## config.mk

```make
export PLATFORM = sky130hd
export DESIGN_NAME = pbi_master_flat
export DESIGN_NICKNAME = d
export VERILOG_FILES = /design/src/rtl/pbi_pkg.sv /design/src/rtl/pbi_bus_if.sv /design/src/rtl/pbi_master.sv /design/src/flat_wrapper.sv
export VERILOG_INCLUDE_DIRS = /design/src /design/src/rtl
export SDC_FILE = /design/constraint.sdc
export NUM_CORES = 1
export LEC_CHECK = 0
export ABC_AREA = 1
export ABC_CLOCK_PERIOD_IN_PS = 1800
export BUFFER_PORTS_ARGS = -buffer_cell sky130_fd_sc_hd__buf_2
export CORE_ASPECT_RATIO = 1.1
export CORE_MARGIN = 2
export CORE_UTILIZATION = 47
export CTS_BUF_LIST = sky130_fd_sc_hd__clkbuf_16
export DETAILED_ROUTE_END_ITERATION = 16
export MAX_ROUTING_LAYER = met4
export PLACE_DENSITY_LB_ADDON = 0.12
export SETUP_SLACK_MARGIN = 0.5
export SLEW_MARGIN = 20
export SYNTH_ARGS = -nofsm -noshare
export SYNTH_HDL_FRONTEND = slang
export SYNTH_SLANG_ARGS = --single-unit
```

## constraint.sdc

```tcl
create_clock -name i_ref_clk -period 1.8 [get_ports i_ref_clk]
set_clock_uncertainty 0.05 [all_clocks]
set_input_delay 0.09 -clock i_ref_clk [delete_from_list [all_inputs] [get_ports i_ref_clk]]
set_output_delay 0.09 -clock i_ref_clk [all_outputs]
set_load 0.02 [all_outputs]
```

## src/rtl/pbi_params.svh

```systemverilog
// Summary of operation
// - Master drives 32-bit byte address per transfer
// - At most 32 data bits; size+A1:A0 lanes
// - Two-bit transfer type classifies four kinds
// - Line number driven on push/load transfers
// - User attributes follow matching translation entry
// - Attributes only for normal/block move, else zero
// - Translation off means attributes zero
// - Attributes high impedance when not master
// - Direction high read, low write
// - Snooper samples direction and size from others
// - Lock asserted on locked sequence transfers
// - Release bus on grant loss despite lock
// - Lock drives negated high before release
// - Lock-end on last locked; undriven when idle
// - Start pulse, in-progress held whole transfer
// - Slave ends transfer with ack or error
// - Slave asserts burst or cache inhibit inputs
// - Cache-inhibit out on uncached transfers
// - Request, grant, busy asserted once owner
// - Snoop select input; memory hold-off while snooping
// - Reset-out only during reset instruction
// - Encoded irq level, pending flag, autovector
`ifndef PBI_PARAMS_SVH
`define PBI_PARAMS_SVH
`define PBI_TT_NORMAL   2'h0
`define PBI_TT_BLKMOVE  2'h1
`define PBI_TT_ALTFC    2'h2
`define PBI_TT_ACK      2'h3
`define PBI_SZ_LONG     2'h0
`define PBI_SZ_BYTE     2'h1
`define PBI_SZ_WORD     2'h2
`define PBI_SZ_LINE     2'h3
`define PBI_SNOOP_OFF   2'h0
`define PBI_SLAVE_WAIT  4'h2
`define PBI_MEM_FILL    32'h00000000
`endif

```

## src/rtl/pbi_pkg.sv

```systemverilog
`default_nettype none
package pbi_pkg;
  typedef enum logic [1:0] {
    PBI_M_IDLE  = 2'b00,
    PBI_M_OWN   = 2'b01,
    PBI_M_XFER  = 2'b11,
    PBI_M_PARK  = 2'b10
  } pbi_mst_e;
  typedef enum logic [1:0] {
    PBI_S_IDLE  = 2'b00,
    PBI_S_WAIT  = 2'b01,
    PBI_S_DONE  = 2'b11
  } pbi_slv_e;
endpackage
`default_nettype wire

```

## src/rtl/pbi_bus_if.sv

```systemverilog
`timescale 1ns/1ps
`default_nettype none
interface pbi_bus_if;
  logic [31:0] addr;
  logic [31:0] wdata;
  logic [31:0] rdata;
  logic [1:0]  xfer_type;
  logic [2:0]  xfer_modifier;
  logic [1:0]  line_slot_number;
  logic [1:0]  user_attr_out;
  logic        user_attr_oe;
  logic        rw_o;
  logic        rw_oe;
  logic        rw_i;
  logic [1:0]  size_o;
  logic        size_oe;
  logic [1:0]  size_i;
  logic        lock_n;
  logic        lock_oe;
  logic        rmw_last_n;
  logic        rmw_last_oe;
  logic        nocache_out_n;
  logic        xfer_begin_n;
  logic        xfer_in_progress_n;
  logic        xfer_ack_n;
  logic        xfer_error_ack_n;
  logic        slave_nocache_n;
  logic        burst_inhibit_n;
  logic [1:0]  snoop_select;
  logic        memory_hold_off_n;
  logic        bus_request_n;
  logic        bus_grant_n;
  logic        bus_busy_n;
  logic        reset_out_n;
  logic [2:0]  irq_level_n;
  logic        irq_pending_n;
  logic        auto_vector_req_n;
  modport dev (
    output addr, wdata, xfer_type, xfer_modifier, line_slot_number, user_attr_out,
           user_attr_oe, rw_o, rw_oe, size_o, size_oe, lock_n, lock_oe, rmw_last_n,
           rmw_last_oe, nocache_out_n, xfer_begin_n, xfer_in_progress_n,
           memory_hold_off_n, bus_request_n, bus_busy_n, reset_out_n, irq_pending_n,
    input  rdata, rw_i, size_i, xfer_ack_n, xfer_error_ack_n, slave_nocache_n,
           burst_inhibit_n, snoop_select, bus_grant_n, irq_level_n, auto_vector_req_n
  );
  modport sys (
    input  addr, wdata, xfer_type, xfer_modifier, line_slot_number, user_attr_out,
           user_attr_oe, rw_o, rw_oe, size_o, size_oe, lock_n, lock_oe, rmw_last_n,
           rmw_last_oe, nocache_out_n, xfer_begin_n, xfer_in_progress_n,
           memory_hold_off_n, bus_request_n, bus_busy_n, reset_out_n, irq_pending_n,
    output rdata, rw_i, size_i, xfer_ack_n, xfer_error_ack_n, slave_nocache_n,
           burst_inhibit_n, snoop_select, bus_grant_n, irq_level_n, auto_vector_req_n
  );
endinterface
`default_nettype wire

```

## src/rtl/pbi_master.sv

```systemverilog
`timescale 1ns/1ps
`default_nettype none
`include "pbi_params.svh"
module pbi_master
  import pbi_pkg::*;
(
  input  wire logic        i_ref_clk,       // Bus clock
  input  wire logic        i_rst_n,         // Processor reset in
  pbi_bus_if.dev           bus,             // External bus
  input  wire logic        i_req,           // Core transfer request
  input  wire logic [31:0] i_addr,          // Transfer address
  input  wire logic [31:0] i_wdata,         // Write data
  input  wire logic        i_read,          // 1 read, 0 write
  input  wire logic [1:0]  i_size,          // Transfer size code
  input  wire logic [1:0]  i_type,          // Transfer type
  input  wire logic [2:0]  i_modifier,      // Transfer modifier
  input  wire logic [1:0]  i_line_slot,     // Line slot of push/load
  input  wire logic        i_line_xfer,     // Push or load transfer
  input  wire logic [1:0]  i_attr,          // Matching entry attributes
  input  wire logic        i_xlate_on,      // TTR or MMU enabled
  input  wire logic        i_attr_access,   // Normal code/data/block move
  input  wire logic        i_nocache,       // Uncached access
  input  wire logic        i_locked,        // Part of locked sequence
  input  wire logic        i_lock_last,     // Last of locked sequence
  input  wire logic        i_reset_instr,   // Reset instruction executing
  input  wire logic        i_irq_pend,      // Core sees pending irq
  output logic             o_ready,         // Request accepted
  output logic             o_done,          // Transfer ended pulse
  output logic             o_error,         // Ended with error
  output logic [31:0]      o_rdata,         // Read data
  output logic [2:0]       o_irq_level,     // Encoded irq level
  output logic             o_autovec,       // Autovector on last ack
  output logic             o_snoop_hit,     // Snooped access seen
  output logic             o_snoop_rw,      // Snooped direction
  output logic [1:0]       o_snoop_size,    // Snooped size
  output logic             o_slave_nocache, // Slave inhibited caching
  output logic             o_burst_inh      // Slave inhibited burst
);
  // ==========================================================
  // Whole state of the master, one packed word
  typedef struct packed {
    pbi_mst_e    st;
    logic [31:0] addr;
    logic [31:0] wdata;
    logic [31:0] rdata;
    logic [1:0]  ttype;
    logic [2:0]  tmod;
    logic [1:0]  tln;
    logic [1:0]  upa;
    logic        rw;
    logic [1:0]  siz;
    logic        lock;
    logic        lock_hi;
    logic        rmw_last;
    logic        ci;
    logic        ts;
    logic        xfer_in_progress;
    logic        busy;
    logic        req;
    logic        done;
    logic        err;
    logic        auto_vector_req;
    logic        mi;
    logic        snp;
    logic        snp_rw;
    logic [1:0]  snp_siz;
    logic        slave_nocache;
    logic        burst_inhibit;
    logic        reset_out;
    logic [2:0]  ipl;
    logic        irq_pending;
  } pbi_mst_s;
  pbi_mst_s s_reg;
  pbi_mst_s s_next;
  logic     granted;
  logic     ended;
  // Grant seen and transfer answered
  assign granted = ~bus.bus_grant_n;
  assign ended   = ~bus.xfer_ack_n | ~bus.xfer_error_ack_n;
  // ==========================================================
  // Next state of the whole master
  always_comb begin
    s_next      = s_reg;
    s_next.ts   = 1'b0;
    s_next.done = 1'b0;
    s_next.reset_out = i_reset_instr;
    s_next.ipl  = ~bus.irq_level_n;
    s_next.irq_pending = i_irq_pend;
    s_next.snp  = 1'b0;
    s_next.mi   = 1'b0;
    // Snoop only while another master owns the bus
    if (s_reg.st == PBI_M_IDLE && bus.bus_busy_n == 1'b1 &&
        bus.snoop_select != `PBI_SNOOP_OFF) begin
      s_next.snp     = 1'b1;
      s_next.snp_rw  = bus.rw_i;
      s_next.snp_siz = bus.size_i;
      s_next.mi      = 1'b1;
    end
    unique case (s_reg.st)
      PBI_M_IDLE: begin
        s_next.req = i_req | s_reg.rmw_last;
        if (i_req && granted) begin
          s_next.st   = PBI_M_OWN;
          s_next.busy = 1'b1;
        end
      end
      PBI_M_OWN: begin
        s_next.lock_hi = 1'b0;
        // Grant lost between transfers: park one cycle with lock high
        if (!granted && !s_reg.xfer_in_progress) begin
          s_next.st      = PBI_M_PARK;
          s_next.lock    = 1'b0;
          s_next.lock_hi = 1'b1;
        end else if (i_req) begin
          s_next.st    = PBI_M_XFER;
          s_next.addr  = i_addr;
          s_next.wdata = i_wdata;
          s_next.rw    = i_read;
          s_next.siz   = i_size;
          s_next.ttype = i_type;
          s_next.tmod  = i_modifier;
          s_next.tln   = i_line_xfer ? i_line_slot : 2'h0;
          s_next.upa   = (i_xlate_on && i_attr_access) ? i_attr : 2'h0;
          s_next.ci    = i_nocache;
          s_next.lock  = i_locked;
          s_next.rmw_last = i_lock_last;
          s_next.ts    = 1'b1;
          s_next.xfer_in_progress   = 1'b1;
          s_next.req   = 1'b0;
        end else begin
          s_next.req = 1'b0;
        end
      end
      PBI_M_XFER: begin
        // A started transfer always runs to its answer, grant or not
        if (ended) begin
          s_next.st    = PBI_M_OWN;
          s_next.xfer_in_progress   = 1'b0;
          s_next.done  = 1'b1;
          s_next.err   = ~bus.xfer_error_ack_n;
          s_next.auto_vector_req  = ~bus.auto_vector_req_n & (s_reg.ttype == `PBI_TT_ACK);
          s_next.rdata = bus.rdata;
          s_next.slave_nocache   = ~bus.slave_nocache_n;
          s_next.burst_inhibit   = ~bus.burst_inhibit_n;
          s_next.rmw_last = 1'b0;
        end
      end
      PBI_M_PARK: begin
        // Lock was driven high this cycle; now every owned pin lets go
        s_next.st      = PBI_M_IDLE;
        s_next.busy    = 1'b0;
        s_next.lock_hi = 1'b0;
        s_next.upa     = 2'h0;
      end
    endcase
  end
  // ==========================================================
  // State register on bus clock rising edge
  always_ff @(posedge i_ref_clk or negedge i_rst_n) begin
    if (!i_rst_n) begin
      s_reg <= '0;
    end else begin
      s_reg <= s_next;
    end
  end
  // ==========================================================
  // Bus drive; owned outputs undriven when not master
  logic owner;
  assign owner                  = (s_reg.st == PBI_M_OWN) || (s_reg.st == PBI_M_XFER);
  assign bus.addr               = s_reg.addr;
  assign bus.wdata              = s_reg.wdata;
  assign bus.xfer_type          = s_reg.ttype;
  assign bus.xfer_modifier      = s_reg.tmod;
  assign bus.line_slot_number   = s_reg.tln;
  assign bus.user_attr_out      = s_reg.upa;
  assign bus.user_attr_oe       = owner;
  assign bus.rw_o               = s_reg.rw;
  assign bus.rw_oe              = owner;
  assign bus.size_o             = s_reg.siz;
  assign bus.size_oe            = owner;
  assign bus.lock_n             = ~(s_reg.lock & owner);
  assign bus.lock_oe            = owner | s_reg.lock_hi;
  assign bus.rmw_last_n         = ~s_reg.rmw_last;
  assign bus.rmw_last_oe        = owner;
  assign bus.nocache_out_n      = ~s_reg.ci;
  assign bus.xfer_begin_n       = ~s_reg.ts;
  assign bus.xfer_in_progress_n = ~s_reg.xfer_in_progress;
  assign bus.memory_hold_off_n  = ~s_reg.mi;
  assign bus.bus_request_n      = ~(s_reg.req | i_req);
  assign bus.bus_busy_n         = ~s_reg.busy;
  assign bus.reset_out_n        = ~s_reg.reset_out;
  assign bus.irq_pending_n      = ~s_reg.irq_pending;
  // ==========================================================
  // Core-side results
  assign o_ready         = (s_reg.st == PBI_M_OWN) && granted && i_req;
  assign o_done          = s_reg.done;
  assign o_error         = s_reg.err;
  assign o_rdata         = s_reg.rdata;
  assign o_irq_level     = s_reg.ipl;
  assign o_autovec       = s_reg.auto_vector_req;
  assign o_snoop_hit     = s_reg.snp;
  assign o_snoop_rw      = s_reg.snp_rw;
  assign o_snoop_size    = s_reg.snp_siz;
  assign o_slave_nocache = s_reg.slave_nocache;
  assign o_burst_inh     = s_reg.burst_inhibit;
endmodule
`default_nettype wire

```

## src/flat_wrapper.sv

```systemverilog
// flat-port wrapper written by rule: the top's interface ports become plain ports
module pbi_master_flat import pbi_pkg::*;
  (i_ref_clk, i_rst_n, i_req, i_addr, i_wdata, i_read, i_size, i_type, i_modifier, i_line_slot, i_line_xfer, i_attr, i_xlate_on, i_attr_access, i_nocache, i_locked, i_lock_last, i_reset_instr, i_irq_pend, o_ready, o_done, o_error, o_rdata, o_irq_level, o_autovec, o_snoop_hit, o_snoop_rw, o_snoop_size, o_slave_nocache, o_burst_inh, bus_addr, bus_wdata, bus_xfer_type, bus_xfer_modifier, bus_line_slot_number, bus_user_attr_out, bus_user_attr_oe, bus_rw_o, bus_rw_oe, bus_size_o, bus_size_oe, bus_lock_n, bus_lock_oe, bus_rmw_last_n, bus_rmw_last_oe, bus_nocache_out_n, bus_xfer_begin_n, bus_xfer_in_progress_n, bus_memory_hold_off_n, bus_bus_request_n, bus_bus_busy_n, bus_reset_out_n, bus_irq_pending_n, bus_rdata, bus_rw_i, bus_size_i, bus_xfer_ack_n, bus_xfer_error_ack_n, bus_slave_nocache_n, bus_burst_inhibit_n, bus_snoop_select, bus_bus_grant_n, bus_irq_level_n, bus_auto_vector_req_n);
  pbi_bus_if bus_i ();
  input  wire logic i_ref_clk;
  input  wire logic i_rst_n;
  input  wire logic i_req;
  input  wire logic [31:0] i_addr;
  input  wire logic [31:0] i_wdata;
  input  wire logic i_read;
  input  wire logic [1:0] i_size;
  input  wire logic [1:0] i_type;
  input  wire logic [2:0] i_modifier;
  input  wire logic [1:0] i_line_slot;
  input  wire logic i_line_xfer;
  input  wire logic [1:0] i_attr;
  input  wire logic i_xlate_on;
  input  wire logic i_attr_access;
  input  wire logic i_nocache;
  input  wire logic i_locked;
  input  wire logic i_lock_last;
  input  wire logic i_reset_instr;
  input  wire logic i_irq_pend;
  output logic o_ready;
  output logic o_done;
  output logic o_error;
  output logic [31:0] o_rdata;
  output logic [2:0] o_irq_level;
  output logic o_autovec;
  output logic o_snoop_hit;
  output logic o_snoop_rw;
  output logic [1:0] o_snoop_size;
  output logic o_slave_nocache;
  output logic o_burst_inh;
  output wire logic [$bits(bus_i.addr)-1:0] bus_addr;
  output wire logic [$bits(bus_i.wdata)-1:0] bus_wdata;
  output wire logic [$bits(bus_i.xfer_type)-1:0] bus_xfer_type;
  output wire logic [$bits(bus_i.xfer_modifier)-1:0] bus_xfer_modifier;
  output wire logic [$bits(bus_i.line_slot_number)-1:0] bus_line_slot_number;
  output wire logic [$bits(bus_i.user_attr_out)-1:0] bus_user_attr_out;
  output wire logic [$bits(bus_i.user_attr_oe)-1:0] bus_user_attr_oe;
  output wire logic [$bits(bus_i.rw_o)-1:0] bus_rw_o;
  output wire logic [$bits(bus_i.rw_oe)-1:0] bus_rw_oe;
  output wire logic [$bits(bus_i.size_o)-1:0] bus_size_o;
  output wire logic [$bits(bus_i.size_oe)-1:0] bus_size_oe;
  output wire logic [$bits(bus_i.lock_n)-1:0] bus_lock_n;
  output wire logic [$bits(bus_i.lock_oe)-1:0] bus_lock_oe;
  output wire logic [$bits(bus_i.rmw_last_n)-1:0] bus_rmw_last_n;
  output wire logic [$bits(bus_i.rmw_last_oe)-1:0] bus_rmw_last_oe;
  output wire logic [$bits(bus_i.nocache_out_n)-1:0] bus_nocache_out_n;
  output wire logic [$bits(bus_i.xfer_begin_n)-1:0] bus_xfer_begin_n;
  output wire logic [$bits(bus_i.xfer_in_progress_n)-1:0] bus_xfer_in_progress_n;
  output wire logic [$bits(bus_i.memory_hold_off_n)-1:0] bus_memory_hold_off_n;
  output wire logic [$bits(bus_i.bus_request_n)-1:0] bus_bus_request_n;
  output wire logic [$bits(bus_i.bus_busy_n)-1:0] bus_bus_busy_n;
  output wire logic [$bits(bus_i.reset_out_n)-1:0] bus_reset_out_n;
  output wire logic [$bits(bus_i.irq_pending_n)-1:0] bus_irq_pending_n;
  input wire logic [$bits(bus_i.rdata)-1:0] bus_rdata;
  input wire logic [$bits(bus_i.rw_i)-1:0] bus_rw_i;
  input wire logic [$bits(bus_i.size_i)-1:0] bus_size_i;
  input wire logic [$bits(bus_i.xfer_ack_n)-1:0] bus_xfer_ack_n;
  input wire logic [$bits(bus_i.xfer_error_ack_n)-1:0] bus_xfer_error_ack_n;
  input wire logic [$bits(bus_i.slave_nocache_n)-1:0] bus_slave_nocache_n;
  input wire logic [$bits(bus_i.burst_inhibit_n)-1:0] bus_burst_inhibit_n;
  input wire logic [$bits(bus_i.snoop_select)-1:0] bus_snoop_select;
  input wire logic [$bits(bus_i.bus_grant_n)-1:0] bus_bus_grant_n;
  input wire logic [$bits(bus_i.irq_level_n)-1:0] bus_irq_level_n;
  input wire logic [$bits(bus_i.auto_vector_req_n)-1:0] bus_auto_vector_req_n;
  assign bus_addr = bus_i.addr;
  assign bus_wdata = bus_i.wdata;
  assign bus_xfer_type = bus_i.xfer_type;
  assign bus_xfer_modifier = bus_i.xfer_modifier;
  assign bus_line_slot_number = bus_i.line_slot_number;
  assign bus_user_attr_out = bus_i.user_attr_out;
  assign bus_user_attr_oe = bus_i.user_attr_oe;
  assign bus_rw_o = bus_i.rw_o;
  assign bus_rw_oe = bus_i.rw_oe;
  assign bus_size_o = bus_i.size_o;
  assign bus_size_oe = bus_i.size_oe;
  assign bus_lock_n = bus_i.lock_n;
  assign bus_lock_oe = bus_i.lock_oe;
  assign bus_rmw_last_n = bus_i.rmw_last_n;
  assign bus_rmw_last_oe = bus_i.rmw_last_oe;
  assign bus_nocache_out_n = bus_i.nocache_out_n;
  assign bus_xfer_begin_n = bus_i.xfer_begin_n;
  assign bus_xfer_in_progress_n = bus_i.xfer_in_progress_n;
  assign bus_memory_hold_off_n = bus_i.memory_hold_off_n;
  assign bus_bus_request_n = bus_i.bus_request_n;
  assign bus_bus_busy_n = bus_i.bus_busy_n;
  assign bus_reset_out_n = bus_i.reset_out_n;
  assign bus_irq_pending_n = bus_i.irq_pending_n;
  assign bus_i.rdata = bus_rdata;
  assign bus_i.rw_i = bus_rw_i;
  assign bus_i.size_i = bus_size_i;
  assign bus_i.xfer_ack_n = bus_xfer_ack_n;
  assign bus_i.xfer_error_ack_n = bus_xfer_error_ack_n;
  assign bus_i.slave_nocache_n = bus_slave_nocache_n;
  assign bus_i.burst_inhibit_n = bus_burst_inhibit_n;
  assign bus_i.snoop_select = bus_snoop_select;
  assign bus_i.bus_grant_n = bus_bus_grant_n;
  assign bus_i.irq_level_n = bus_irq_level_n;
  assign bus_i.auto_vector_req_n = bus_auto_vector_req_n;
  pbi_master u_core (.i_ref_clk(i_ref_clk), .i_rst_n(i_rst_n), .bus(bus_i), .i_req(i_req), .i_addr(i_addr), .i_wdata(i_wdata), .i_read(i_read), .i_size(i_size), .i_type(i_type), .i_modifier(i_modifier), .i_line_slot(i_line_slot), .i_line_xfer(i_line_xfer), .i_attr(i_attr), .i_xlate_on(i_xlate_on), .i_attr_access(i_attr_access), .i_nocache(i_nocache), .i_locked(i_locked), .i_lock_last(i_lock_last), .i_reset_instr(i_reset_instr), .i_irq_pend(i_irq_pend), .o_ready(o_ready), .o_done(o_done), .o_error(o_error), .o_rdata(o_rdata), .o_irq_level(o_irq_level), .o_autovec(o_autovec), .o_snoop_hit(o_snoop_hit), .o_snoop_rw(o_snoop_rw), .o_snoop_size(o_snoop_size), .o_slave_nocache(o_slave_nocache), .o_burst_inh(o_burst_inh));
endmodule
```

==> results of run 1 <==
## per-stage QoR
| stage | setup slack (ns) | utilization, % | std cells | cell area (sq um) |
|---|---|---|---|---|
| floorplan | 0.435 | - | 705 | 6060 |
| global placement | 0.285 | 53.2 | 998 | 6700 |
| detailed placement | 0.250 | 53.2 | 998 | 6700 |
| CTS | 0.242 | 70.2 | 1170 | 8840 |
| global route | 0.118 | 78.0 | 1187 | 9820 |
| finish | 0.179 | 78.0 | 1187 | 9820 |
## final cells by class
type                    count  area [sq um]  share of cell area, %
clock buffers              17           425                   4.33
flip-flops and latches    132          3310                   33.7
well taps                 157           196                   2.00
repair buffers            433          3320                   33.8
inverters                  25           116                   1.19
clock inverters            15           124                   1.26
multi-input cells         408          2330                   23.7
## placed cells by master (no fill, tap or decap), types with 9 or more instances in the layout
master	n
sky130_fd_sc_hd__clkbuf_16	27
sky130_fd_sc_hd__nand2_2	87
sky130_fd_sc_hd__nor2_1	10
sky130_fd_sc_hd__buf_12	10
sky130_fd_sc_hd__dlygate4sd3_1	129
sky130_fd_sc_hd__buf_4	9
sky130_fd_sc_hd__inv_1	17
sky130_fd_sc_hd__nand2_4	49
sky130_fd_sc_hd__nand2_1	226
sky130_fd_sc_hd__dfrtp_1	130
sky130_fd_sc_hd__buf_2	264
## worst max-delay path, cell delays in order, from the launching register on
cell and delay, ns:
sky130_fd_sc_hd__dfrtp_2 0.45, sky130_fd_sc_hd__inv_2 0.10, sky130_fd_sc_hd__ha_4 0.16, sky130_fd_sc_hd__buf_6 0.13
sky130_fd_sc_hd__nand3_4 0.12, sky130_fd_sc_hd__inv_8 0.11, sky130_fd_sc_hd__buf_12 0.13, sky130_fd_sc_hd__clkbuf_16 0.17
sky130_fd_sc_hd__nand2_2 0.05, sky130_fd_sc_hd__o21ai_1 0.08
## final timing paths
path	to	from	depth (start not counted)	slack (ns)
setup reg to reg	u_core.s_reg[19]$_DFFE_PN0P_	u_core.s_reg[132]$_DFFE_PN0P_	9	0.18
setup / recovery	u_core.s_reg[19]$_DFFE_PN0P_	u_core.s_reg[132]$_DFFE_PN0P_	9	0.18
hold / removal	u_core.s_reg[15]$_DFFE_PN0P_	i_req	3	0.04
hold reg to reg	u_core.o_rdata[10]$_DFFE_PN0P_	u_core.o_rdata[10]$_DFFE_PN0P_	2	0.42
min in group asynchronous	u_core.o_rdata[28]$_DFFE_PN0P_	i_rst_n	3	0.19
max in group asynchronous	u_core.s_reg[4]$_DFF_PN0_	i_rst_n	3	1.05
## per-layer routing
layer	up-vias	wire length (microns)	share of wire, %
li1	2645	-	-
met2	266	10300	53
met4	0	580	3.0
met1	2711	7500	38
met5	-	0	0
met3	56	1180	6.0
## report_power, final
part           internal, uW  switching [uW]
Combinational          2830            4590
Sequential             4260             756
Clock                  1990            1220
## what timing repair did
| action | in CTS | in global routing |
|---|---|---|
| setup buffers | 7 | 6 |
| endpoints found under the hold margin | 255 | 0 |
| resized for setup | 35 | 210 |
| gates cloned | 4 | 11 |
| setup endpoints to repair | 129 | 129 |
| pin swaps | 2 | 46 |
| hold buffers | 129 | 0 |
## cells by family after synthesis
kind of cell | share of synthesized area, %
AO/OA/AOI/OAI | 1.33
adder cells (fa/ha/maj) | 0.830
buffers and inverters | 18.3
flip-flops | 54.8
AND/OR/NAND/NOR | 24.8
==> results.txt, run 1 <==
Total Wirelength - 19500 microns
Number of synthesized flops with an enable pin - 0
Total core area - 0.0126 sq mm
Cell area after technology mapping - 0.00603 sq mm
Overall die width - 112 microns
Initial cell density of the core - 47.9%
Max-slew violation count - 0
Worst-Margin Slew - 0.354 ns
Post-synth top cells - sky130_fd_sc_hd__nand2_1, sky130_fd_sc_hd__dfrtp_1, sky130_fd_sc_hd__buf_4, sky130_fd_sc_hd__inv_1, sky130_fd_sc_hd__nor2_1
Proportion of register bits with asynchronous set or reset after synthesis - 100%
Yosys Warn Count - 0
Type of the tightest min-delay check - input pin to flip-flop
Worst supply voltage drop on vdd - 0.970 mV
Number of antenna diodes - 0
Global router's overall resource usage - 25.5%
Met3 usage in global routing - 4.89%
Detailed Routing Iterations Pass 1 - 5
Arrival time worst endpoint - 1.91 ns
Count of antenna-violating nets left after detailed routing - 0
Crit Path Max Fanout - 8
Clock transition at the registers of the reported paths - 0.05 ns
Number of core rows - 43
Worst Path Required - 2.08 ns
Synth Flop Type - sky130_fd_sc_hd__dfrtp_1
Pin count of the biggest net entering global routing - 67
Grt met1 use - 29.9%
Layout-stage area growth over the synthesis result - 62.8%
Total design power - 15600 uW
Min cycle time layout - 1.62 ns
Synthesized area divided by synthesized cell count - 8.55 sq um
# IOs - 269
Maximum clock rate - 0.617 GHz
Vias in the first global route - 5537
Via count - 5678
Layout filler cell count - 785
Sequential share of the synthesized area - 54.8%
Longest Clk Path Bufs - 2
Share of the synthesized area in the top cell type - 54.8%
Post-route DRC - 0
Worst Setup Start Kind - flip-flop
Fraction of final layout cells with drive strength greater than 1 - 48.1%
Number of clock buffers inserted by TritonCTS - 17
Die height - 123 microns
Max-cap violations - 0
First-pass GRT wire length - 26700 microns
Number of vias per cell after detailed routing - 4.78
Post-Synthesis Net Count - 842
Final routed wire length divided by cell count - 16.4 microns
Met2 layer usage reported by global route - 43.6%
Status - finished clean
Leakage power of the design - 0.00554 uW
DRC violation total after the first TritonRoute iteration - 331
Type of the worst setup path - flip-flop to flip-flop
Final worst hold slack - 0.0402 ns
Setup repair after global routing missed its margin - true
# H-tree levels - 4
Endpoint kind of the worst setup timing path - flip-flop
Clk root buf - sky130_fd_sc_hd__clkbuf_16
Setup violation total in the final timing report - 0
Number of sinks on the clock net - 132
Library cell occupying the most area in the post-synthesis netlist - sky130_fd_sc_hd__dfrtp_1
Fin crit share - 90.1%
Final Wtd Congestion - 0.815
Count of unique library cells instantiated by Yosys - 18
Initial antenna violation count - 0
Most frequently used cell type in the post-synthesis netlist - sky130_fd_sc_hd__nand2_1
Synthesized instance count - 705
Hold Vio Cnt, Final - 0
Top post-synthesis cells by area - sky130_fd_sc_hd__dfrtp_1, sky130_fd_sc_hd__nand2_1, sky130_fd_sc_hd__buf_4
Aggregate negative setup slack - 0 ns
Most congested layer reported by global routing - met2
Total of buffers placed on input and output ports - 268
Worst-case headroom to the max-slew limit - 76.4%
Clock tree from TritonCTS - yes
Clock latency reported for the late side of the worst-skew pair - 0.41 ns
Nets - 1154
Flop and latch count out of synthesis - 132
Full die area - 0.0138 sq mm
Half-perimeter wire length after detailed placement - 9750 microns
Pwr dens - 1590 mW/mm^2
GRT overflow - 0
Power figures use the tool's default switching activity.
==> run 2, diff against run 1 <==
--- a/config.mk
+++ b/config.mk
@@ -6,14 +6,13 @@
 export SDC_FILE = /design/constraint.sdc
 export NUM_CORES = 1
 export LEC_CHECK = 0
-export ABC_AREA = 1
 export ABC_CLOCK_PERIOD_IN_PS = 1800
-export BUFFER_PORTS_ARGS = -buffer_cell sky130_fd_sc_hd__buf_2
 export CORE_ASPECT_RATIO = 1.1
 export CORE_MARGIN = 2
-export CORE_UTILIZATION = 47
+export CORE_UTILIZATION = 45
 export CTS_BUF_LIST = sky130_fd_sc_hd__clkbuf_16
 export DETAILED_ROUTE_END_ITERATION = 16
+export DONT_BUFFER_PORTS = 1
 export MAX_ROUTING_LAYER = met4
 export PLACE_DENSITY_LB_ADDON = 0.12
 export SETUP_SLACK_MARGIN = 0.5
==> run 2 against run 1 <==
The run now ends with negative hold slack left; clock-buffer cell count unchanged; non-clock buffer count fell by 218; fmax down 6.9%; die area grew 3.9%; cell area fell by 2.4%; cell count fell by 21%; first-iteration DRC count decreased by 15%; combinational power down 14%; critical endpoint is now u_core.s_reg[20]$_DFFE_PN0P_; largest cell class is now flip-flops and latches.
==> results.txt, run 2 <==
Endpoint kind of the worst setup timing path - flip-flop (unchanged)
Max-cap violations - 0 (unchanged)
Worst supply voltage drop on vdd - 0.922 mV (was 0.970 mV)
Place WS - 0.182 ns (was 0.250 ns)
Fraction of final layout cells with drive strength greater than 1 - 40.7% (was 48.1%)
# H-tree levels - 4 (unchanged)
Setup repair after global routing missed its margin - true (unchanged)
Commonest non-fill, non-tap cell in the layout - sky130_fd_sc_hd__nand2_1 (was sky130_fd_sc_hd__buf_2)
Max-slew violation count - 0 (unchanged)
Type of the tightest min-delay check - input pin to async pin (was input pin to flip-flop)
Post-route DRC - 0 (unchanged)
Proportion of register bits with asynchronous set or reset after synthesis - 100% (unchanged)
Status - complete, but fails checks (was finished clean)
Type of the worst setup path - flip-flop to flip-flop (unchanged)
Non-filler instance count after layout - 940 (was 1187)
Fin crit share - 96.8% (was 90.1%)
Clock tree from TritonCTS - yes (unchanged)
Hold Vio Cnt, Final - 132 (was 0)
Initial cell density of the core - 45.9% (was 47.9%)
Share of the synthesized area in the top cell type - 55.0% (was 54.8%)
Flop and latch count out of synthesis - 132 (unchanged)
Yosys Warn Count - 0 (unchanged)
Longest Clk Path Bufs - 2 (unchanged)
Cell area after technology mapping - 0.00601 sq mm (was 0.00603 sq mm)
Initial antenna violation count - 0 (unchanged)
Most frequently used cell type in the post-synthesis netlist - sky130_fd_sc_hd__nand2_1 (unchanged)
Worst-Margin Slew - 0.519 ns (was 0.354 ns)
Number of placed instances with taps included - 700 (was 998)
Layout-stage area growth over the synthesis result - 59.4% (was 62.8%)
Count of antenna-violating nets left after detailed routing - 0 (unchanged)
# IOs - 269 (unchanged)
Leakage power of the design - 0.00487 uW (was 0.00554 uW)
Worst-case headroom to the max-slew limit - 65.3% (was 76.4%)
First-pass GRT wire length - 27100 microns (was 26700 microns)
Aggregate negative setup slack - 0 ns (unchanged)
Total of buffers placed on input and output ports - 0 (was 268)
Via count - 4781 (was 5678)
Number of core rows - 44 (was 43)
Overall die width - 114 microns (was 112 microns)
Post-Synth XOR/XNOR Area - 0% (unchanged)
Fraction of the mapped netlist area in adder cells - 0.833% (was 0.830%)
Final worst hold slack - -0.672 ns (was 0.0402 ns)
Synthesized instance count - 671 (was 705)
Die height - 125 microns (was 123 microns)
Placed Instance Area - 0.00532 sq mm (was 0.00670 sq mm)
Count of unique library cells instantiated by Yosys - 30 (was 18)
Full die area - 0.0143 sq mm (was 0.0138 sq mm)
Fraction of synthesized area in multiplexers - 0.750% (was 0%)
Synth Flop Type - sky130_fd_sc_hd__dfrtp_1 (unchanged)
Vias in the first global route - 5022 (was 5537)
Worst Setup Start Kind - flip-flop (unchanged)
Failing checks - negative hold slack
Setup violation total in the final timing report - 0 (unchanged)
Final setup margin - 0.0579 ns (was 0.179 ns)
Non-Filler Cell Area, Final - 0.00958 sq mm (was 0.00982 sq mm)
Area share of and/or/nand/nor cells after synthesis - 23.2% (was 24.8%)
Number of synthesized flops with an enable pin - 0 (unchanged)
Total core area - 0.0131 sq mm (was 0.0126 sq mm)
DRC violation total after the first TritonRoute iteration - 280 (was 331)
Nets - 903 (was 1154)
Final routed wire length divided by cell count - 21.0 microns (was 16.4 microns)
GRT overflow - 0 (unchanged)
Sequential share of the synthesized area - 55.0% (was 54.8%)
Worst Path Required - 2.05 ns (was 2.08 ns)
Maximum clock rate - 0.574 GHz (was 0.617 GHz)
Compound-Gate Fraction of Synth Area - 2.17% (was 1.33%)
Number of antenna diodes - 0 (unchanged)
Min cycle time layout - 1.74 ns (was 1.62 ns)
Main combinational cell family by area after synthesis - simple AND/OR/NAND/NOR gates (unchanged)
Post-synth top cells - sky130_fd_sc_hd__nand2_1, sky130_fd_sc_hd__dfrtp_1, sky130_fd_sc_hd__buf_4, sky130_fd_sc_hd__inv_1, sky130_fd_sc_hd__buf_2 (was sky130_fd_sc_hd__nand2_1, sky130_fd_sc_hd__dfrtp_1, sky130_fd_sc_hd__buf_4, sky130_fd_sc_hd__inv_1, sky130_fd_sc_hd__nor2_1)
Library cell occupying the most area in the post-synthesis netlist - sky130_fd_sc_hd__dfrtp_1 (unchanged)
Top post-synthesis cells by area - sky130_fd_sc_hd__dfrtp_1, sky130_fd_sc_hd__nand2_1, sky130_fd_sc_hd__buf_4 (unchanged)
Number of sinks on the clock net - 132 (unchanged)
Total Wirelength - 19700 microns (was 19500 microns)
Post-Synthesis Net Count - 808 (was 842)
Arrival time worst endpoint - 1.99 ns (was 1.91 ns)
Global router's overall resource usage - 25.9% (was 25.5%)
Synthesized area divided by synthesized cell count - 8.95 sq um (was 8.55 sq um)
Number of clock buffers inserted by TritonCTS - 17 (unchanged)
Layout filler cell count - 829 (was 785)
Pin count of the biggest net entering global routing - 133 (was 67)
Half-perimeter wire length after detailed placement - 8660 microns (was 9750 microns)
Number of vias per cell after detailed routing - 5.09 (was 4.78)
Commonest non-fill, non-tap cells in the layout - sky130_fd_sc_hd__nand2_1, sky130_fd_sc_hd__dfrtp_1, sky130_fd_sc_hd__dlygate4sd3_1, sky130_fd_sc_hd__nand2_2, sky130_fd_sc_hd__nand2_4 (was sky130_fd_sc_hd__buf_2, sky130_fd_sc_hd__nand2_1, sky130_fd_sc_hd__dfrtp_1, sky130_fd_sc_hd__dlygate4sd3_1, sky130_fd_sc_hd__nand2_2)
Pwr dens - 1750 mW/mm^2 (was 1590 mW/mm^2)
Crit Path Max Fanout - 6 (was 8)
Detailed Routing Iterations Pass 1 - 4 (was 5)
Clock latency reported for the late side of the worst-skew pair - 0.41 ns (about the same)
Final Wtd Congestion - 0.825 (was 0.815)
Clk root buf - sky130_fd_sc_hd__clkbuf_16 (unchanged)
Clock transition at the registers of the reported paths - 0.06 ns (was 0.05 ns)
==> run 2: critical path: stages (launching register included) <==
cell and delay, ns:
sky130_fd_sc_hd__dfrtp_1 0.44, sky130_fd_sc_hd__inv_2 0.08, sky130_fd_sc_hd__ha_4 0.19, sky130_fd_sc_hd__buf_6 0.12
sky130_fd_sc_hd__buf_6 0.11, sky130_fd_sc_hd__or2b_1 0.20, sky130_fd_sc_hd__nand3_2 0.11, sky130_fd_sc_hd__nand2b_4 0.15
sky130_fd_sc_hd__a22o_1 0.19
==> run 2: path summary, 6_finish.rpt <==
| kind | from | to | slack [ns] | depth (start not counted) |
|---|---|---|---|---|
| max in group asynchronous | i_rst_n | u_core.s_reg[131]$_DFFE_PN0P_ | 2.20 | 0 |
| hold / removal | i_rst_n | u_core.o_irq_level[1]$_DFF_PN0_ | -0.67 | 0 |
| setup / recovery | u_core.s_reg[132]$_DFFE_PN0P_ | u_core.s_reg[20]$_DFFE_PN0P_ | 0.06 | 8 |
| setup reg to reg | u_core.s_reg[132]$_DFFE_PN0P_ | u_core.s_reg[20]$_DFFE_PN0P_ | 0.06 | 8 |
| hold reg to reg | u_core.s_reg[21]$_DFFE_PN0P_ | u_core.s_reg[21]$_DFFE_PN0P_ | 0.48 | 1 |
| min in group i_ref_clk | bus_bus_grant_n | u_core.s_reg[16]$_DFFE_PN0P_ | 0.03 | 3 |
==> run 2: kinds of logic (layout without fill, tap and decap cells) <==
group                      count (synthesis)  in the layout
and+or+nand+nor                          354            354
buffers and inverters                    157            265
DFF                                      132            132
AOI/OAI and AO/OA                         20             20
adders and majority gates                  4              4
muxes                                      4              4
==> run 2: power breakdown <==
| part | leakage (uW) | switching, uW | internal (uW) | total, uW |
|---|---|---|---|---|
| registers | 0.00165 | 2690 | 4260 | 6950 |
| logic | 0.00294 | 3050 | 3350 | 6400 |
| clock network | 0.000283 | 1360 | 2050 | 3410 |
==> run 2: per-stage QoR <==
step / hold slack, ns / utilization, % / power (uW)
floorplan: -0.256 / - / 10300
global placement: -0.253 / 40.6 / 9300
detailed placement: -0.253 / 40.6 / 9420
CTS: -0.691 / 66.1 / 15400
global route: -0.697 / 73.1 / 17500
finish: -0.672 / 73.1 / 16800
==> run 2: layout make-up <==
class | count | area (sq um) | area share, %
inverter | 17 | 97.6 | 1.02
sequential | 132 | 3300 | 34.5
timing repair inverter | 1 | 16.3 | 0.170
clock buffer | 17 | 425 | 4.44
tap | 161 | 201 | 2.10
clock inverter | 15 | 156 | 1.63
timing repair buffer | 215 | 2870 | 30.0
multi-input combinational | 382 | 2500 | 26.1
==> run 2: metal layers <==
layer	GRT usage (%)	share of wire (%)	up-vias	routed length, microns
li1	-	-	2154	-
met1	29.2	37	2362	7300
met2	44.9	54	232	10600
met3	6.79	6.8	33	1340
met4	7.68	2.2	0	427
met5	-	0	-	0
==> run 2: what timing repair did <==
item                                   CTS  global route
gates resized for setup                176           178
setup buffers                           33            13
endpoints found under the hold margin  261           134
gates cloned                            27             7
setup endpoints to repair              133           134
pin swaps                               85           114
hold buffers                           127             1
==> run 3, diff against run 2 <==
--- a/config.mk
+++ b/config.mk
@@ -6,7 +6,8 @@
 export SDC_FILE = /design/constraint.sdc
 export NUM_CORES = 1
 export LEC_CHECK = 0
-export ABC_CLOCK_PERIOD_IN_PS = 1800
+export ABC_CLOCK_PERIOD_IN_PS = 1950
+export CAP_MARGIN = 0
 export CORE_ASPECT_RATIO = 1.1
 export CORE_MARGIN = 2
 export CORE_UTILIZATION = 45
==> constraint.sdc (replaced) <==
create_clock -name i_ref_clk -period 1.95 [get_ports i_ref_clk]
set_clock_uncertainty 0.05 [all_clocks]
set_input_delay 0.0975 -clock i_ref_clk [delete_from_list [all_inputs] [get_ports i_ref_clk]]
set_output_delay 0.0975 -clock i_ref_clk [all_outputs]
set_load 0.02 [all_outputs]
==> run 3 against run 2 <==
The run still ends with negative hold slack left; global-route usage decreased by 1.7 points; wire length is 14% lower; worst setup slack improved by 0.16 ns; cell area is 11% lower; clock power shrank 2%; non-clock buffer count decreased by 33; clock-buffer cell count unchanged; sequential cell count is the same; critical path type is now flip-flop to output pin; largest cell class unchanged.
==> results.txt, run 3 (synthesis gave the netlist of run 2 again) <==
Type of the tightest min-delay check - input pin to async pin (unchanged)
Crit Path Max Fanout - 6 (unchanged)
Fraction of final layout cells with drive strength greater than 1 - 25.7% (was 40.7%)
Number of core rows - 44 (unchanged)
Worst Path Required - 1.80 ns (was 2.05 ns)
Critical-path cell with the highest stage delay - sky130_fd_sc_hd__dfrtp_1 (unchanged)
Pin count of the biggest net entering global routing - 133 (unchanged)
Count of antenna-violating nets left after detailed routing - 0 (unchanged)
Series of cell instances along the critical path - inv_2, ha_4, or2_4, nand2_4 (was inv_2, ha_4, buf_6, buf_6, or2b_1, nand3_2, nand2b_4, a22o_1)
Number of sinks on the clock net - 132 (unchanged)
Post-route DRC - 0 (unchanged)
Longest Clk Path Bufs - 2 (unchanged)
Max-cap violations - 0 (unchanged)
Worst path top cell family by delay - simple AND/OR/NAND/NOR gates (unchanged)
Vias in the first global route - 4774 (was 5022)
Total core area - 0.0131 sq mm (unchanged)
Status - complete, but fails checks (unchanged)
Clock tree from TritonCTS - yes (unchanged)
Setup repair after global routing missed its margin - true (unchanged)
Setup violation total in the final timing report - 0 (unchanged)
Hold buffer count at CTS - 127 (unchanged)
Clock latency reported for the late side of the worst-skew pair - 0.40 ns (was 0.41 ns)
# H-tree levels - 4 (unchanged)
GRT overflow - 0 (unchanged)
Maximum clock rate - 0.578 GHz
Initial cell density of the core - 45.9% (unchanged)
Die height - 125 microns (unchanged)
Number of clock buffers inserted by TritonCTS - 17 (unchanged)
Half-perimeter wire length after detailed placement - 8420 microns (was 8660 microns)
Final worst hold slack - -0.662 ns (was -0.672 ns)
Net switching power figure - 5860 uW (was 7100 uW)
Comb pwr share - 31.6% (was 38.2%)
Total Wirelength - 17000 microns (was 19700 microns)
Final routed wire length divided by cell count - 18.7 microns (was 21.0 microns)
Failing checks - negative hold slack (unchanged)
Overall die width - 114 microns (unchanged)
Full die area - 0.0143 sq mm (unchanged)
Clock Power Share - 23.7% (was 20.3%)
# IOs - 269 (unchanged)
Clock transition at the registers of the reported paths - 0.06 ns (about the same)
Min cycle time layout - 1.73 ns
Fin crit share - 88.7%
Layout-stage area growth over the synthesis result - 42.0% (was 59.4%)
Commonest non-fill, non-tap cell in the layout - sky130_fd_sc_hd__nand2_1 (unchanged)
Max-slew violation count - 0 (unchanged)
Hold Vio Cnt, Final - 132 (unchanged)
Number of antenna diodes - 0 (unchanged)
Endpoint kind of the worst setup timing path - output pin (was flip-flop)
Commonest non-fill, non-tap cells in the layout - sky130_fd_sc_hd__nand2_1, sky130_fd_sc_hd__dfrtp_1, sky130_fd_sc_hd__dlygate4sd3_1, sky130_fd_sc_hd__nand2_2, sky130_fd_sc_hd__nand2_4 (unchanged)
Total buffers and inverters traversed by the critical path - 1 (was 3)
Initial antenna violation count - 0 (unchanged)
Leakage power of the design - 0.00431 uW (was 0.00487 uW)
Pwr dens - 1650 mW/mm^2 (was 1750 mW/mm^2)
Global router's overall resource usage - 24.2% (was 25.9%)
Detailed Routing Iterations Pass 1 - 4 (unchanged)
Via count - 4484 (was 4781)
Clk root buf - sky130_fd_sc_hd__clkbuf_16 (unchanged)
Layout Utilization - 65.1% (was 73.1%)
DRC violation total after the first TritonRoute iteration - 298 (was 280)
Longest individual stage delay on the worst path - 0.41 ns (was 0.44 ns)
Number of vias per cell after detailed routing - 4.94 (was 5.09)
Worst Setup Start Kind - flip-flop (unchanged)
Portion of total power attributed to sequential cells - 44.7% (was 41.5%)
Nets - 870 (was 903)
Worst supply voltage drop on vdd - 0.765 mV (was 0.922 mV)
Switching share of power - 41.5% (was 42.3%)
Total of buffers placed on input and output ports - 0 (unchanged)
Internal Dissipation - 8260 uW (was 9660 uW)
Worst-Margin Slew - 0.459 ns (was 0.519 ns)
Type of the worst setup path - flip-flop to output pin (was flip-flop to flip-flop)
Aggregate negative setup slack - 0 ns (unchanged)
Final Wtd Congestion - 0.794 (was 0.825)
Worst-case headroom to the max-slew limit - 69.2% (was 65.3%)
Arrival time worst endpoint - 1.58 ns (was 1.99 ns)
First-pass GRT wire length - 25500 microns (was 27100 microns)
-- run 3: final timing paths --
kind / start / to / slack [ns] / cells after the start
max in group asynchronous: i_rst_n / u_core.bus.wdata[31]$_DFFE_PN0P_ / 2.21 / 0
min in group i_ref_clk: i_attr_access / u_core.bus.user_attr_out[0]$_DFFE_PN0P_ / 0.04 / 3
hold reg to reg: u_core.s_reg[21]$_DFFE_PN0P_ / u_core.s_reg[21]$_DFFE_PN0P_ / 0.47 / 1
setup / recovery: u_core.s_reg[132]$_DFFE_PN0P_ / bus_lock_n / 0.22 / 4
hold / removal: i_rst_n / u_core.o_irq_level[2]$_DFF_PN0_ / -0.66 / 0
setup reg to reg: u_core.s_reg[132]$_DFFE_PN0P_ / u_core.bus.addr[21]$_DFFE_PN0P_ / 0.23 / 9
-- run 3: stage by stage --
step | hold slack, ns | power, uW | cell area [sq um] | instances | worst slack [ns]
3_3_place_gp | -0.245 | 8510 | 5270 | 697 | 0.0982
5_1_grt | -0.691 | 14900 | 8530 | 907 | 0.158
2_1_floorplan | -0.248 | 9460 | 6030 | 671 | 0.500
6_report | -0.662 | 14100 | 8530 | 907 | 0.220
4_1_cts | -0.683 | 13500 | 8040 | 896 | 0.215
3_5_place_dp | -0.245 | 8600 | 5270 | 697 | 0.0370
-- run 3: area by class of cell --
cell class / count / area (sq um)
clock buffers: 17 / 425
clock inverters: 15 / 189
fillers: 997 / 4570
inverters: 17 / 75.1
multi-input cells: 382 / 2070
flip-flops and latches: 132 / 3300
well taps: 161 / 201
repair buffers: 182 / 2260
repair inverters: 1 / 7.51
-- run 3: what timing repair did --
action                     4_1_cts  5_1_grt
pin swaps                       27       38
hold endpoints to repair       261      132
gates resized for setup         75      102
buffers inserted                24        8
cloned                          16        3
setup endpoints to repair       93      130
-- run 3: power by group through the flow --
stage | logic (uW) | clock network (uW) | registers [uW]
6_report | 4460 | 3340 | 6310
5_1_grt | 4890 | 3520 | 6450
4_1_cts | 3860 | 3400 | 6240
3_5_place_dp | 2350 | 0 | 6250
3_3_place_gp | 2260 | 0 | 6260
2_1_floorplan | 4910 | 0 | 4550
-- run 3: per-layer routing --
layer	GRT usage [%]	vias to the layer above	wire (microns)
li1	-	2061	-
met1	28.6	2200	6630
met2	40.3	203	8860
met3	6.59	20	1260
met4	7.25	0	243
met5	-	-	0
